**src/hdl/dtsc_defs.svh**
```systemverilog
// constants for the debug trigger sequencer control block
// Notes on behaviour
// - armed: only arm and force bits writable
// - arm anytime; bits 5:0 only when disarmed
// - force-final bit writable anytime, reads zero
// - hardware disarm beats simultaneous software write
// - software disarm leaves low config bits
// - setting arm enters State1
// - arm clears when sequencer returns State0
// - software disarm raises no breakpoint
// - force-final one jumps final; zero ignored
// - target bit picks interrupt or background entry
// - cpu break enable gates breakpoint at State0
// - external event replaces channel 3 when enabled
// - mapping register readable, writable only disarmed
// - mapping codes select A and B, inside, outside
// - code 11 behaves as inside range
// - State1 register readable, writable only disarmed
// - State1 fields: ch0 1:0, ch1 3:2, ch3 7:6
// - setting 10: channel 3 follows external event
// - codes: none, State2, State3, final
// - highest numbered matching channel wins
// - only falling edge of event pin counts
// - event pin synchronised, seen two cycles later
`ifndef DTSC_DEFS_SVH
`define DTSC_DEFS_SVH

// register indices; byte address is four times the index
`define DTSC_IDX_C1      10'h100
`define DTSC_IDX_C2      10'h101
`define DTSC_IDX_SCR1    10'h107

`define DTSC_ARM_BIT     7
`define DTSC_FFR_BIT     6
`define DTSC_TGT_BIT     4
`define DTSC_CBE_BIT     3
`define DTSC_EEE_BIT     1

`define DTSC_RST_BYTE    8'h00
`define DTSC_ZERO_WORD   32'h0000_0000
`define DTSC_ZERO_PAD    24'h00_0000

`define DTSC_NS_NONE     2'h0
`define DTSC_NS_TWO      2'h1
`define DTSC_NS_THREE    2'h2
`define DTSC_NS_FINAL    2'h3

`define DTSC_AB_MATCH_MAPPING_AB     2'h0
`define DTSC_AB_MATCH_MAPPING_IN     2'h1
`define DTSC_AB_MATCH_MAPPING_OUT    2'h2
`define DTSC_AB_MATCH_MAPPING_RSV    2'h3

`define DTSC_EXTERNAL_EVENT_SETTING_EXT    2'h2

`define DTSC_RESP_OKAY   2'h0
`define DTSC_RESP_SLVERR 2'h2

`endif

```
**src/hdl/dtsc_pkg.sv**
```systemverilog
// types shared by the debug trigger sequencer control block
package dtsc_pkg;

    typedef enum logic [2:0] {
        ST_IDLE,
        ST_ONE,
        ST_TWO,
        ST_THREE,
        ST_FINAL
    } dtsc_state_t;

    typedef struct packed {
        logic comp_a;
        logic comp_b;
        logic ab_inside;
        logic ab_outside;
        logic comp_d;
    } dtsc_cmp_t;

    typedef struct packed {
        logic software_interrupt;
        logic background_mode;
    } dtsc_bkpt_t;

endpackage

```
**src/hdl/dtsc_top.sv**
```systemverilog
// debug trigger sequencer: control registers, State1 transitions, breakpoints
`timescale 1ns/1ps
`include "dtsc_defs.svh"

module dtsc_top
    import dtsc_pkg::*;
(
    input  wire logic        aclk,                     // bus clock
    input  wire logic        aresetn,                  // sync reset, low
    input  wire logic [11:0] s_axi_awaddr,             // write address
    input  wire logic        s_axi_awvalid,            // write address valid
    output logic             s_axi_awready,            // write address ready
    input  wire logic [31:0] s_axi_wdata,              // write data
    input  wire logic [3:0]  s_axi_wstrb,              // write strobes
    input  wire logic        s_axi_wvalid,             // write data valid
    output logic             s_axi_wready,             // write data ready
    output logic [1:0]       s_axi_bresp,              // write response
    output logic             s_axi_bvalid,             // write response valid
    input  wire logic        s_axi_bready,             // write response ready
    input  wire logic [11:0] s_axi_araddr,             // read address
    input  wire logic        s_axi_arvalid,            // read address valid
    output logic             s_axi_arready,            // read address ready
    output logic [31:0]      s_axi_rdata,              // read data
    output logic [1:0]       s_axi_rresp,              // read response
    output logic             s_axi_rvalid,             // read data valid
    input  wire logic        s_axi_rready,             // read data ready
    input  wire dtsc_cmp_t   cmp_in,                   // comparator matches
    input  wire logic        external_event_pin,       // external event
    input  wire logic        background_mode_active,   // cpu in background
    input  wire logic        background_controller_en, // controller enabled
    output dtsc_bkpt_t       bkpt_req,                 // breakpoint pulses
    output dtsc_state_t      seq_state,                // sequencer state
    output logic             armed                     // unit armed
);

    logic        aw_got_ff;
    logic        w_got_ff;
    logic [9:0]  waddr_ff;
    logic [7:0]  wdata_ff;
    logic        wlane_ff;
    logic        awready_ff;
    logic        wready_ff;
    logic        bvalid_ff;
    logic [1:0]  bresp_ff;
    logic        arready_ff;
    logic        rvalid_ff;
    logic [31:0] rdata_ff;
    logic [1:0]  rresp_ff;

    logic        arm_ff;
    logic        bkpt_target_select_ff;
    logic        cpu_break_enable_ff;
    logic        external_event_enable_ff;
    logic [1:0]  ab_match_mapping_ff;
    logic [1:0]  chan0_next_state_ff;
    logic [1:0]  chan1_next_state_ff;
    logic [1:0]  chan3_next_state_ff;
    dtsc_state_t state_ff;
    dtsc_state_t nxt_state;
    dtsc_bkpt_t  bkpt_ff;

    logic        ev_sync1_ff;
    logic        ev_sync2_ff;
    logic        ev_last_ff;

    logic        wr_fire;
    logic        wr_c1;
    logic        wr_cfg;
    logic        wr_hit;
    logic        hw_disarm;
    logic        ext_event;
    logic [1:0]  external_event_setting;
    logic        match0;
    logic        match1;
    logic        match3;
    logic [1:0]  chan_next_state_code;
    logic        any_match;
    logic [7:0]  rd_byte;
    logic        rd_hit;

    assign s_axi_awready = awready_ff;
    assign s_axi_wready  = wready_ff;
    assign s_axi_bvalid  = bvalid_ff;
    assign s_axi_bresp   = bresp_ff;
    assign s_axi_arready = arready_ff;
    assign s_axi_rvalid  = rvalid_ff;
    assign s_axi_rdata   = rdata_ff;
    assign s_axi_rresp   = rresp_ff;
    assign bkpt_req      = bkpt_ff;
    assign seq_state     = state_ff;
    assign armed         = arm_ff;

    // address and data are latched separately so either may come first
    always_ff @(posedge aclk) begin
        if (!aresetn) begin
            aw_got_ff  <= 1'b0;
            awready_ff <= 1'b1;
            waddr_ff   <= 10'h000;
        end else if (s_axi_awvalid && awready_ff) begin
            aw_got_ff  <= 1'b1;
            awready_ff <= 1'b0;
            waddr_ff   <= s_axi_awaddr[11:2];
        end else if (bvalid_ff && s_axi_bready) begin
            awready_ff <= 1'b1;
        end else if (wr_fire) begin
            aw_got_ff  <= 1'b0;
        end
    end

    always_ff @(posedge aclk) begin
        if (!aresetn) begin
            w_got_ff  <= 1'b0;
            wready_ff <= 1'b1;
            wdata_ff  <= `DTSC_RST_BYTE;
            wlane_ff  <= 1'b0;
        end else if (s_axi_wvalid && wready_ff) begin
            w_got_ff  <= 1'b1;
            wready_ff <= 1'b0;
            wdata_ff  <= s_axi_wdata[7:0];
            wlane_ff  <= s_axi_wstrb[0];
        end else if (bvalid_ff && s_axi_bready) begin
            wready_ff <= 1'b1;
        end else if (wr_fire) begin
            w_got_ff  <= 1'b0;
        end
    end

    assign wr_fire = aw_got_ff && w_got_ff && !bvalid_ff;
    assign wr_hit  = (waddr_ff == `DTSC_IDX_C1) || (waddr_ff == `DTSC_IDX_C2)
                     || (waddr_ff == `DTSC_IDX_SCR1);
    // the register byte needs lane 0; other lanes carry only zero bits
    assign wr_c1   = wr_fire && wlane_ff && (waddr_ff == `DTSC_IDX_C1);
    assign wr_cfg  = wr_fire && wlane_ff && !arm_ff;

    always_ff @(posedge aclk) begin
        if (!aresetn) begin
            bvalid_ff <= 1'b0;
            bresp_ff  <= `DTSC_RESP_OKAY;
        end else if (wr_fire) begin
            bvalid_ff <= 1'b1;
            bresp_ff  <= wr_hit ? `DTSC_RESP_OKAY : `DTSC_RESP_SLVERR;
        end else if (bvalid_ff && s_axi_bready) begin
            bvalid_ff <= 1'b0;
        end
    end

    // locked writes still answer okay; software sees no error for them
    always_ff @(posedge aclk) begin
        if (!aresetn) begin
            bkpt_target_select_ff    <= 1'b0;
            cpu_break_enable_ff      <= 1'b0;
            external_event_enable_ff <= 1'b0;
        end else if (wr_cfg && waddr_ff == `DTSC_IDX_C1) begin
            bkpt_target_select_ff    <= wdata_ff[`DTSC_TGT_BIT];
            cpu_break_enable_ff      <= wdata_ff[`DTSC_CBE_BIT];
            external_event_enable_ff <= wdata_ff[`DTSC_EEE_BIT];
        end
    end

    always_ff @(posedge aclk) begin
        if (!aresetn) begin
            ab_match_mapping_ff <= `DTSC_AB_MATCH_MAPPING_AB;
        end else if (wr_cfg && waddr_ff == `DTSC_IDX_C2) begin
            ab_match_mapping_ff <= wdata_ff[1:0];
        end
    end

    always_ff @(posedge aclk) begin
        if (!aresetn) begin
            chan0_next_state_ff <= `DTSC_NS_NONE;
            chan1_next_state_ff <= `DTSC_NS_NONE;
            chan3_next_state_ff <= `DTSC_NS_NONE;
        end else if (wr_cfg && waddr_ff == `DTSC_IDX_SCR1) begin
            chan0_next_state_ff <= wdata_ff[1:0];
            chan1_next_state_ff <= wdata_ff[3:2];
            chan3_next_state_ff <= wdata_ff[7:6];
        end
    end

    // the final state is the internal disarm source
    assign hw_disarm = (state_ff == ST_FINAL);

    always_ff @(posedge aclk) begin
        if (!aresetn) begin
            arm_ff <= 1'b0;
        end else if (hw_disarm) begin
            arm_ff <= 1'b0;
        end else if (wr_c1) begin
            arm_ff <= wdata_ff[`DTSC_ARM_BIT];
        end
    end

    // first stage feeds only the second; edge seen on the settled copy
    always_ff @(posedge aclk) begin
        if (!aresetn) begin
            ev_sync1_ff <= 1'b1;
            ev_sync2_ff <= 1'b1;
            ev_last_ff  <= 1'b1;
        end else begin
            ev_sync1_ff <= external_event_pin;
            ev_sync2_ff <= ev_sync1_ff;
            ev_last_ff  <= ev_sync2_ff;
        end
    end

    assign ext_event = ev_last_ff && !ev_sync2_ff;
    assign external_event_setting = {external_event_enable_ff, 1'b0};

    always_comb begin
        case (ab_match_mapping_ff)
            `DTSC_AB_MATCH_MAPPING_AB: begin
                match0 = cmp_in.comp_a;
                match1 = cmp_in.comp_b;
            end
            `DTSC_AB_MATCH_MAPPING_OUT: begin
                match0 = cmp_in.ab_outside;
                match1 = 1'b0;
            end
            default: begin
                match0 = cmp_in.ab_inside;
                match1 = 1'b0;
            end
        endcase
    end

    assign match3 = (external_event_setting == `DTSC_EXTERNAL_EVENT_SETTING_EXT) ? ext_event
                                                               : cmp_in.comp_d;

    // highest matching channel decides even if its code is no effect
    always_comb begin
        any_match            = match3 || match1 || match0;
        chan_next_state_code = `DTSC_NS_NONE;
        if (match3) begin
            chan_next_state_code = chan3_next_state_ff;
        end else if (match1) begin
            chan_next_state_code = chan1_next_state_ff;
        end else if (match0) begin
            chan_next_state_code = chan0_next_state_ff;
        end
    end

    always_comb begin
        nxt_state = state_ff;
        if (hw_disarm) begin
            nxt_state = ST_IDLE;
        end else if (wr_c1 && !wdata_ff[`DTSC_ARM_BIT]) begin
            nxt_state = ST_IDLE;
        end else if (wr_c1 && wdata_ff[`DTSC_FFR_BIT]) begin
            nxt_state = ST_FINAL;
        end else if (wr_c1 && !arm_ff) begin
            nxt_state = ST_ONE;
        end else if (arm_ff && state_ff == ST_ONE && any_match) begin
            case (chan_next_state_code)
                `DTSC_NS_TWO:   nxt_state = ST_TWO;
                `DTSC_NS_THREE: nxt_state = ST_THREE;
                `DTSC_NS_FINAL: nxt_state = ST_FINAL;
                default:        nxt_state = state_ff;
            endcase
        end
    end

    always_ff @(posedge aclk) begin
        if (!aresetn) begin
            state_ff <= ST_IDLE;
        end else begin
            state_ff <= nxt_state;
        end
    end

    // only the hardware return to idle breaks; software disarm never does
    always_ff @(posedge aclk) begin
        if (!aresetn) begin
            bkpt_ff <= '0;
        end else begin
            bkpt_ff.software_interrupt <= hw_disarm && cpu_break_enable_ff
                && !bkpt_target_select_ff && !background_mode_active;
            bkpt_ff.background_mode    <= hw_disarm && cpu_break_enable_ff
                && bkpt_target_select_ff && background_controller_en;
        end
    end

    always_comb begin
        rd_hit  = 1'b1;
        rd_byte = `DTSC_RST_BYTE;
        case (s_axi_araddr[11:2])
            `DTSC_IDX_C1: begin
                rd_byte[`DTSC_ARM_BIT] = arm_ff;
                rd_byte[`DTSC_TGT_BIT] = bkpt_target_select_ff;
                rd_byte[`DTSC_CBE_BIT] = cpu_break_enable_ff;
                rd_byte[`DTSC_EEE_BIT] = external_event_enable_ff;
            end
            `DTSC_IDX_C2:   rd_byte[1:0] = ab_match_mapping_ff;
            `DTSC_IDX_SCR1: rd_byte = {chan3_next_state_ff, 2'h0,
                                       chan1_next_state_ff, chan0_next_state_ff};
            default:        rd_hit = 1'b0;
        endcase
    end

    always_ff @(posedge aclk) begin
        if (!aresetn) begin
            arready_ff <= 1'b1;
            rvalid_ff  <= 1'b0;
            rdata_ff   <= `DTSC_ZERO_WORD;
            rresp_ff   <= `DTSC_RESP_OKAY;
        end else if (s_axi_arvalid && arready_ff) begin
            arready_ff <= 1'b0;
            rvalid_ff  <= 1'b1;
            rdata_ff   <= {`DTSC_ZERO_PAD, rd_byte};
            rresp_ff   <= rd_hit ? `DTSC_RESP_OKAY : `DTSC_RESP_SLVERR;
        end else if (rvalid_ff && s_axi_rready) begin
            arready_ff <= 1'b1;
            rvalid_ff  <= 1'b0;
        end
    end
endmodule

```
**config.mk**
```make
export PLATFORM = sky130hd
export DESIGN_NAME = dtsc_top
export DESIGN_NICKNAME = d
export VERILOG_FILES = /design/src/hdl/dtsc_pkg.sv /design/src/hdl/dtsc_top.sv
export VERILOG_INCLUDE_DIRS = /design/src /design/src/hdl
export SDC_FILE = /design/constraint.sdc
export NUM_CORES = 1
export LEC_CHECK = 0
export CAP_MARGIN = 20
export CORE_ASPECT_RATIO = 0.5
export CORE_MARGIN = 8
export CORE_UTILIZATION = 30
export CTS_CLUSTER_SIZE = 20
export DETAILED_ROUTE_END_ITERATION = 6
export DONT_BUFFER_PORTS = 1
export PLACE_DENSITY_LB_ADDON = 0.25
export SYNTH_ARGS = -nofsm -noshare
export SYNTH_HDL_FRONTEND = slang
export SYNTH_SLANG_ARGS = --single-unit
```
**constraint.sdc**
```tcl
create_clock -name aclk -period 2 [get_ports aclk]
set_clock_uncertainty 0.2 [all_clocks]
set_input_delay 0.4 -clock aclk [delete_from_list [all_inputs] [get_ports aclk]]
set_output_delay 0.4 -clock aclk [all_outputs]
set_load 0.05 [all_outputs]
```
# Word level (Yosys, flattened, before mapping)

Cells that the tools add are included.

Word-level logic and storage cells: 132
Input bits: 75
Output and inout bits: 47
Flip-flop bits (word level): 58

Reduce and logical (&&, ||, !) cells: 56
Eq/ne operators: 14
Bitwise gates (word level): 1
Multiplexer cells: 32

Operators with widths:

| operator                                             | number |
|---|---|
| equality test 10 x 9 -> 1 bit, second input constant | 6 |
| logical AND 1 bit                                    | 24 |
| two-way mux 1 bit                                    | 17 |
| nonzero test 2 bit                                   | 7 |
| two-way mux 2 bit                                    | 6 |
| AND reduction 2 bit                                  | 5 |
| two-way mux 3 bit                                    | 3 |
| case mux 3 bit (3 select lines)                      | 1 |
| equality test 2 bit, second input constant           | 3 |
| zero test 1 bit                                      | 6 |
| case mux 1 bit (2 select lines)                      | 3 |
| nonzero test 3 bit                                   | 2 |
| OR reduction 3 bit                                   | 2 |
| nonzero test 5 bit                                   | 1 |
| OR reduction 5 bit                                   | 1 |
| logical OR 1 bit                                     | 4 |
| != test 2 bit, second input constant                 | 2 |
| case mux 2 bit (2 select lines)                      | 1 |
| nonzero test 4 bit                                   | 1 |
| OR reduction 4 bit                                   | 1 |
| equality test 3 x 1 -> 1 bit, second input constant  | 1 |
| equality test 3 bit, second input constant           | 1 |
| case mux 1 bit (3 select lines)                      | 1 |
| equality test 2 x 1 -> 1 bit, second input constant  | 1 |
| other kinds (3)                                      | 3 |

# Longest topological paths before layout

Gate-level depths: netlist of the first run.

Depth in word-level cells: 10
Mapped depth: 7
Depth with buffers taken out: 6

# Least setup slack after synthesis of the first run

No wires, ideal clock.

Kind: register -> register
Start point: register arready_ff (netlist: s_axi_arready)
End point: register rresp_ff[1] (netlist: s_axi_rresp[1])
Cell stages (with the launch flop): 6
Path slack: -37 ps
Arrival: 1721 ps
Data required time: 1684 ps
Clock period less this slack: 2037 ps
Path through: dfxtp_1 -> and2_1 -> nand2_1 -> nor4b_2 -> o21ai_0 -> o211a_1

Cells in the longest elaborated chain, start to end: 1

Ends and longest elaborated chain:

| element                  | line            | text |
|---|---|---|
| start: declaration       | dtsc_top.sv:45  | `logic arready_ff;` |
| start signal: assignment | dtsc_top.sv:301 | `arready_ff <= 1'b1;` |
| start signal: assignment | dtsc_top.sv:306 | `arready_ff <= 1'b0;` |
| start signal: assignment | dtsc_top.sv:311 | `arready_ff <= 1'b1;` |
| logical AND 1 bit        | dtsc_top.sv:305 | `end else if (s_axi_arvalid && arready_ff) begin` |
| end signal: assignment   | dtsc_top.sv:304 | `` rresp_ff <= `DTSC_RESP_OKAY; `` |
| end signal: assignment   | dtsc_top.sv:309 | `` rresp_ff <= rd_hit ? `DTSC_RESP_OKAY : `DTSC_RESP_SLVERR; `` |
| end: declaration         | dtsc_top.sv:48  | `logic [1:0] rresp_ff;` |

Every way passes these cells.
A chain may end at the register's enable or synchronous reset.

# Worst setup path after layout of the first run

Start point: register ab_match_mapping_ff[1]
End point: register state_ff[1] (netlist: seq_state[1])

Cells in the longest elaborated chain, start to end: 8

Ends and longest elaborated chain:

| element                                                             | line            | text |
|---|---|---|
| start: declaration                                                  | dtsc_top.sv:54  | `logic [1:0] ab_match_mapping_ff;` |
| start signal: assignment                                            | dtsc_top.sv:162 | `` ab_match_mapping_ff <= `DTSC_AB_MATCH_MAPPING_AB; `` |
| start signal: assignment                                            | dtsc_top.sv:164 | `ab_match_mapping_ff <= wdata_ff[1:0];` |
| equality test 2 bit or zero test 2 bit (tied branches)              | dtsc_top.sv:210 | `case (ab_match_mapping_ff)` |
| case mux 1 bit (2 select lines)                                     | dtsc_top.sv:210 |  |
| two-way mux 2 bit                                                   | dtsc_top.sv:237 | `end else if (match0) begin` |
| two-way mux 2 bit                                                   | dtsc_top.sv:235 | `end else if (match1) begin` |
| two-way mux 2 bit                                                   | dtsc_top.sv:233 | `if (match3) begin` |
| equality test 2 bit or equality test 2 x 1 -> 1 bit (tied branches) | dtsc_top.sv:253 | `case (chan_next_state_code)` |
| nonzero test 3 bit (no line)                                        | n/a             |  |
| AND reduction 2 bit (no line)                                       | n/a             |  |
| end signal: assignment                                              | dtsc_top.sv:266 | `state_ff <= nxt_state;` |
| end: declaration                                                    | dtsc_top.sv:58  | `dtsc_state_t state_ff;` |

Several ways; a longest one is shown, not always the timed one.

==> results of run 1 <==
[kinds of logic (layout without fill, tap and decap cells)]
logic type,after synthesis,after routing,synth area share [%]
simple gates,111,111,22.89
compound gates,56,56,17.37
flops,54,54,43.75
buf+inv,39,29,10.08
mux,14,14,5.772
other cells,1,27,0.1518
[power groups by stage]
stage               sequential (uW)  clock (uW)  combinational [uW]
global placement               1180           0                 255
floorplan                      1190           0                 252
global route                   1160         907                 290
finish                         1160         844                 272
CTS                            1160         872                 267
detailed placement             1180           0                 260
[repair_timing]
| item | CTS | global route |
|---|---|---|
| gates resized for setup | 1 | 12 |
| endpoints found under the setup margin | 1 | 14 |
| hold buffers | 2 | 0 |
| hold endpoints to repair | 7 | 0 |
| pin swaps | 0 | 6 |
[cells in the mapped netlist]
cell / instances / share of area (%)
inv_1: 3 / 0.46
nor4b_2: 1 / 0.61
a2111oi_4: 1 / 1.1
mux2i_1: 12 / 4.9
and2_1: 4 / 1.0
nand2b_1: 7 / 1.8
o21ai_1: 1 / 0.20
buf_4: 27 / 8.2
a2bb2oi_1: 1 / 0.35
nor2b_1: 21 / 5.3
a21oi_1: 7 / 1.4
a22o_1: 3 / 1.1
a32oi_1: 4 / 1.4
a21o_1: 3 / 0.91
buf_2: 1 / 0.20
conb_1: 1 / 0.15
clkbuf_1: 8 / 1.2
o2111ai_1: 1 / 0.35
mux2_1: 1 / 0.46
a21boi_0: 20 / 6.1
o22ai_2: 2 / 1.0
dfxtp_1: 54 / 44
o21ai_0: 7 / 1.4
nor4bb_1: 1 / 0.41
nor3_2: 1 / 0.41
nor4b_1: 1 / 0.35
and3b_1: 1 / 0.35
nor3_1: 4 / 0.81
nor3b_1: 2 / 0.61
nand3_1: 3 / 0.61
mux2_2: 1 / 0.46
nand3b_1: 1 / 0.30
nor4_1: 1 / 0.25
o211a_1: 2 / 0.81
nor2_1: 6 / 0.91
and3_1: 4 / 1.0
o21a_1: 1 / 0.30
nand4_1: 1 / 0.25
nand2_1: 52 / 7.9
a22oi_1: 3 / 0.91
[through the flow]
stage                     setup TNS, ns  instances  utilization, %  power, uW
after floorplan                       0        301               -       1446
after global placement         -0.02262        394           32.66       1435
after detailed placement       -0.04514        394           32.66       1441
after CTS                             0        404           34.74       2294
after global routing                  0        403           35.14       2359
final                                 0        403           35.14       2273
[layer usage]
layer / share of wire, % / GRT usage [%]
met5: 0 / 0
met4: 1.0 / 3.296
met3: 9.6 / 4.317
met2: 48 / 16.42
met1: 42 / 11.09
[final timing paths]
path	slack (ns)	from	cells past startpoint	end
worst max register to register	0.08	ab_match_mapping_ff[1]	6	seq_state[1]
worst min-delay path	0.02	external_event_pin	1	ev_sync1_ff
worst max-delay path	0.08	ab_match_mapping_ff[1]	6	seq_state[1]
worst min register to register	0.22	ev_sync1_ff	1	ev_sync2_ff
[layout by cell type, fill, tap and decap left out, types with 3 or more instances in the layout]
master,count
a21boi_0,20
a21o_1,3
a21oi_1,7
a22o_1,3
a22oi_1,3
a32oi_1,4
and2_1,3
and3_1,3
buf_4,16
clkbuf_16,5
conb_1,27
dfxtp_1,51
dfxtp_2,3
inv_1,3
mux2i_1,12
nand2_1,52
nand2b_1,7
nor2_1,5
nor2b_1,21
nor3_1,4
o21ai_0,7
[registers in the layout, summed over array words and instances (netlist names), 2 cells and up]
signal	flops
ab_match_mapping_ff	2
bkpt_req	2
chan0_next_state_ff	2
chan1_next_state_ff	2
chan3_next_state_ff	2
s_axi_rdata	7
seq_state	3
waddr_ff	10
wdata_ff	7
[final cells by class]
| type | instances | area (um^2) |
|---|---|---|
| Multi-Input combinational cell | 208 | 1292 |
| Timing Repair Buffer | 18 | 140.1 |
| Clock inverter | 2 | 13.76 |
| Inverter | 3 | 11.26 |
| Fill cell | 831 | 5189 |
| Tap cell | 112 | 140.1 |
| Sequential cell | 54 | 1085 |
| Clock buffer | 6 | 128.9 |
[critical path, delay by kind of cell (launching register included)]
family | cells | cell delay, ns
and+or+nand+nor | 1 | 0.07
muxes | 2 | 0.58
AOI/OAI and AO/OA | 2 | 0.48
buffers and inverters | 1 | 0.15
DFF | 1 | 0.34
==> results.json, run 1 <==
{
  "min_period_ns": 1.919,
  "start_util_pct": 30.89,
  "criticalPathCategory": "flop to flop",
  "clockBufferDepth": 2,
  "maxCapViolations": 0,
  "report.final.hold_viol_count": 0,
  "hold_slack_ns": 0.02054,
  "first_global_vias": 1749,
  "htree_levels": 2,
  "setup_viol": 0,
  "rows": 23,
  "p_sw_share_pct": 27.64,
  "synth_area_um2": 2471,
  "die_x_um": 144.4,
  "fin_ws_ns": 0.08125,
  "cts.sinks": 54,
  "chipHeight_um": 80.18,
  "status": "finished clean",
  "critical-path-max-stage-delay_ns": 0.34,
  "grt_overflow": 0,
  "avgViaCountPerCell": 4.591,
  "vias": 1850,
  "grtUsageTotal_pct": 9.814,
  "rsz0062_at_grt": "false",
  "wl_um": 5986,
  "root_buffer": "clkbuf_16",
  "drc": 0,
  "firstDrtPassIters": 4,
  "die_area_um2": 11570,
  "avgSynthCellArea_um2": 8.986,
  "ys_seq_area_share_pct": 43.75,
  "synthesis.instances": 275,
  "nets": 365,
  "pre_cts_ws_ns": -0.04514,
  "crit_fanout": 3,
  "worst_pin_slew_ns": 0.5722,
  "combPwrFrac_pct": 12.0,
  "max_freq_ghz": 0.5212,
  "worstHoldPathType": "input pin to flop",
  "synth_warnings": 0,
  "hpwlAfterDp_um": 4553,
  "finish.instance_area_um2": 2811,
  "setup.worst_path.start_class": "flop",
  "cellLeakagePower_uw": 0.001104,
  "critPathArrivalTime_ns": 1.91,
  "drtIter0Drc": 64,
  "antenna_cells": 0,
  "drive_gt1_share_pct": 13.40,
  "grt_max_degree": 46,
  "sequentialPowerShare_pct": 50.9,
  "clk_latency_ns": 0.29,
  "area_delta_synth_final_pct": 13.77,
  "tritoncts": "done",
  "grt_pass1_wl_um": 8901,
  "post-route-period-util_pct": 95.94,
  "dpl_cell_area_um2": 2613,
  "synth-seq-cells": 54,
  "ir_drop_v": 0.0002892,
  "clk_pin_slew_worst_paths_ns": 0.07,
  "required_ns": 2.00,
  "postCtsSetupBuffers": 0,
  "powerDensity_nw_per_um2": 808.6,
  "avgRoutedWirePerCell_um": 14.85,
  "io_buffers": 0,
  "ys_types": 40,
  "critPathCaptureType": "flop",
  "path_cells": "mux2_4 > mux2_4 > buf_4 > o21ai_4 > nor3_4 > a2111oi_4",
  "clkPwrFrac_pct": 37.1,
  "gp_congestion": 0.7067,
  "relSlewSlack_pct": 61.34,
  "p_switching_uw": 628.4,
  "power.internal_uw": 1645,
  "crit_path_top_delay_cell": "dfxtp_2",
  "antenna_found_initial": 0,
  "cpMostUsedCell": "mux2_4",
  "ant_nets": 0,
  "slew_violations": 0,
  "coreArea_um2": 8000,
  "cts_buffers": 5,
  "ioPinCount": 122
}
(Power assumes the default switching activity.)
==> inputs of run 2 (changes only) <==
--- a/config.mk
+++ b/config.mk
@@ -9,7 +9,7 @@
 export CAP_MARGIN = 20
 export CORE_ASPECT_RATIO = 0.5
 export CORE_MARGIN = 8
-export CORE_UTILIZATION = 30
+export CORE_UTILIZATION = 55
 export CTS_CLUSTER_SIZE = 20
 export DETAILED_ROUTE_END_ITERATION = 6
 export DONT_BUFFER_PORTS = 1
==> results.json, run 2 (synthesized netlist as in run 1, its figures left out) <==
{
  "slew_violations": 0,
  "hold_depth": 2,
  "max_freq_ghz": 0.5276,
  "use_met2_pct": 22.45,
  "combPwrFrac_pct": 12.9,
  "drive_gt1_share_pct": 11.11,
  "grt_use_met3_pct": 7.932,
  "crit_fanout": 3,
  "avgViaCountPerCell": 5.267,
  "first_global_vias": 1797,
  "ant_nets": 0,
  "use_met1_pct": 17.54,
  "cts_buffers": 5,
  "final_cell_mix": "52 x nand2_1, 51 x dfxtp_1, 27 x conb_1",
  "regMostFlops": "waddr_ff",
  "clk_pin_slew_worst_paths_ns": 0.09,
  "p_switching_uw": 593.2,
  "layout_commonest_cell": "nand2_1",
  "wl_um": 5455,
  "area_delta_synth_final_pct": 7.190,
  "die_x_um": 110.8,
  "clkPwrFrac_pct": 30.6,
  "rsz0062_at_grt": "false",
  "fin_ws_ns": 0.1046,
  "drc": 0,
  "required_ns": 2.00,
  "criticalPathCategory": "flop to flop",
  "critPathCaptureType": "flop",
  "critPathArrivalTime_ns": 1.89,
  "finish.instance_area_um2": 2649,
  "setup.worst_path.start_class": "flop",
  "status": "finished clean",
  "cellLeakagePower_uw": 0.001068,
  "start_util_pct": 56.67,
  "firstDrtPassIters": 4,
  "die_area_um2": 7024,
  "vias": 1817,
  "grt_overflow": 0,
  "rows": 17,
  "min_period_ns": 1.895,
  "grt_max_degree": 46,
  "largest_reg_flops": 10,
  "report.final.hold_viol_count": 0,
  "nets": 362,
  "grt_pass1_wl_um": 8769,
  "grt_most_used_layer": "met2",
  "root_buffer": "clkbuf_8",
  "worstHoldPathType": "input pin to flop",
  "grtUsageTotal_pct": 14.96,
  "dp.cells": 334,
  "powerDensity_nw_per_um2": 774.4,
  "tns_ns": 0,
  "pre_cts_ws_ns": -0.03074,
  "seq_area_um2": 1085,
  "gp_congestion": 0.8376,
  "clk_latency_ns": 0.31,
  "worstRegToRegCells": 6,
  "post-route-period-util_pct": 94.77,
  "maxCapViolations": 0,
  "tritoncts": "done",
  "power.internal_uw": 1458,
  "worst_pin_slew_ns": 0.5400,
  "n_fill_cell": 363,
  "hpwlAfterDp_um": 4001,
  "chipHeight_um": 63.40,
  "p_sw_share_pct": 28.92,
  "relSlewSlack_pct": 63.95,
  "coreArea_um2": 4360,
  "avgRoutedWirePerCell_um": 15.81,
  "antenna_cells": 0,
  "ir_drop_v": 0.0005448,
  "sequentialPowerShare_pct": 56.5,
  "ioPinCount": 122,
  "setup_viol": 0,
  "multi_input_area_um2": 1267,
  "io_buffers": 0,
  "htree_levels": 2,
  "instances_no_fill": 345,
  "antenna_found_initial": 0,
  "cts.sinks": 54,
  "dpl_cell_area_um2": 2506,
  "drtIter0Drc": 74,
  "clockBufferDepth": 2
}
## run 2: cell count changes in the layout (fill, tap and decap cells not counted), moves of 2 or more
cell,change
dlygate4sd3_1,+2
clkbuf_8,+6
buf_4,-5
clkbuf_16,-5
mux2_4,-2
## run 2: timing repair
| item | in CTS | in global routing |
|---|---|---|
| pin swaps | 1 | 5 |
| endpoints found under the hold margin | 7 | 1 |
| endpoints found under the setup margin | 1 | 13 |
| buffers inserted | 0 | 1 |
| gates resized for setup | 0 | 8 |
| hold buffers | 3 | 1 |
## run 2: power by group through the flow
stage          clock network [uW]  logic [uW]  registers, uW
2_1_floorplan                   0         252           1190
3_3_place_gp                    0         248           1180
3_5_place_dp                    0         252           1180
4_1_cts                       636         260           1160
5_1_grt                       696         285           1160
6_report                      628         265           1160
## run 2: metal layers
layer	up-vias	part of all wire, %
li1	909	-
met1	832	44
met2	68	44
met3	8	11
met4	0	1.3
met5	-	0
## run 2: stage by stage
stage	hold slack (ns)	power, uW	utilization (%)
6_report	0.005961	2051	60.75
2_1_floorplan	0.1863	1446	-
3_5_place_dp	0.1962	1434	57.47
3_3_place_gp	0.1992	1427	57.47
5_1_grt	0.003769	2145	60.75
4_1_cts	0.0001195	2052	60.26
## run 2: final timing paths
path,from,endpoint,slack (ns)
max,ab_match_mapping_ff[1],seq_state[1],0.10
min,background_controller_en,bkpt_req[0],0.006
max reg2reg,ab_match_mapping_ff[1],seq_state[1],0.10
min reg2reg,ev_sync1_ff,ev_sync2_ff,0.21
## run 2: area by class of cell
| class | instances | share of cell area, % |
|---|---|---|
| well taps | 57 | 2.692 |
| flip-flops and latches | 54 | 40.95 |
| repair buffers | 15 | 4.629 |
| clock buffers | 7 | 3.259 |
| inverters | 3 | 0.4251 |
| multi-input cells | 208 | 47.85 |
| clock inverters | 1 | 0.1889 |
## run 2: critical path, cell delays in order (launching register included)
cell	delay (ns)
dfxtp_2	0.34
mux2_1	0.30
mux2_2	0.28
and3_1	0.18
o22ai_2	0.21
a21o_1	0.19
a2111oi_4	0.07
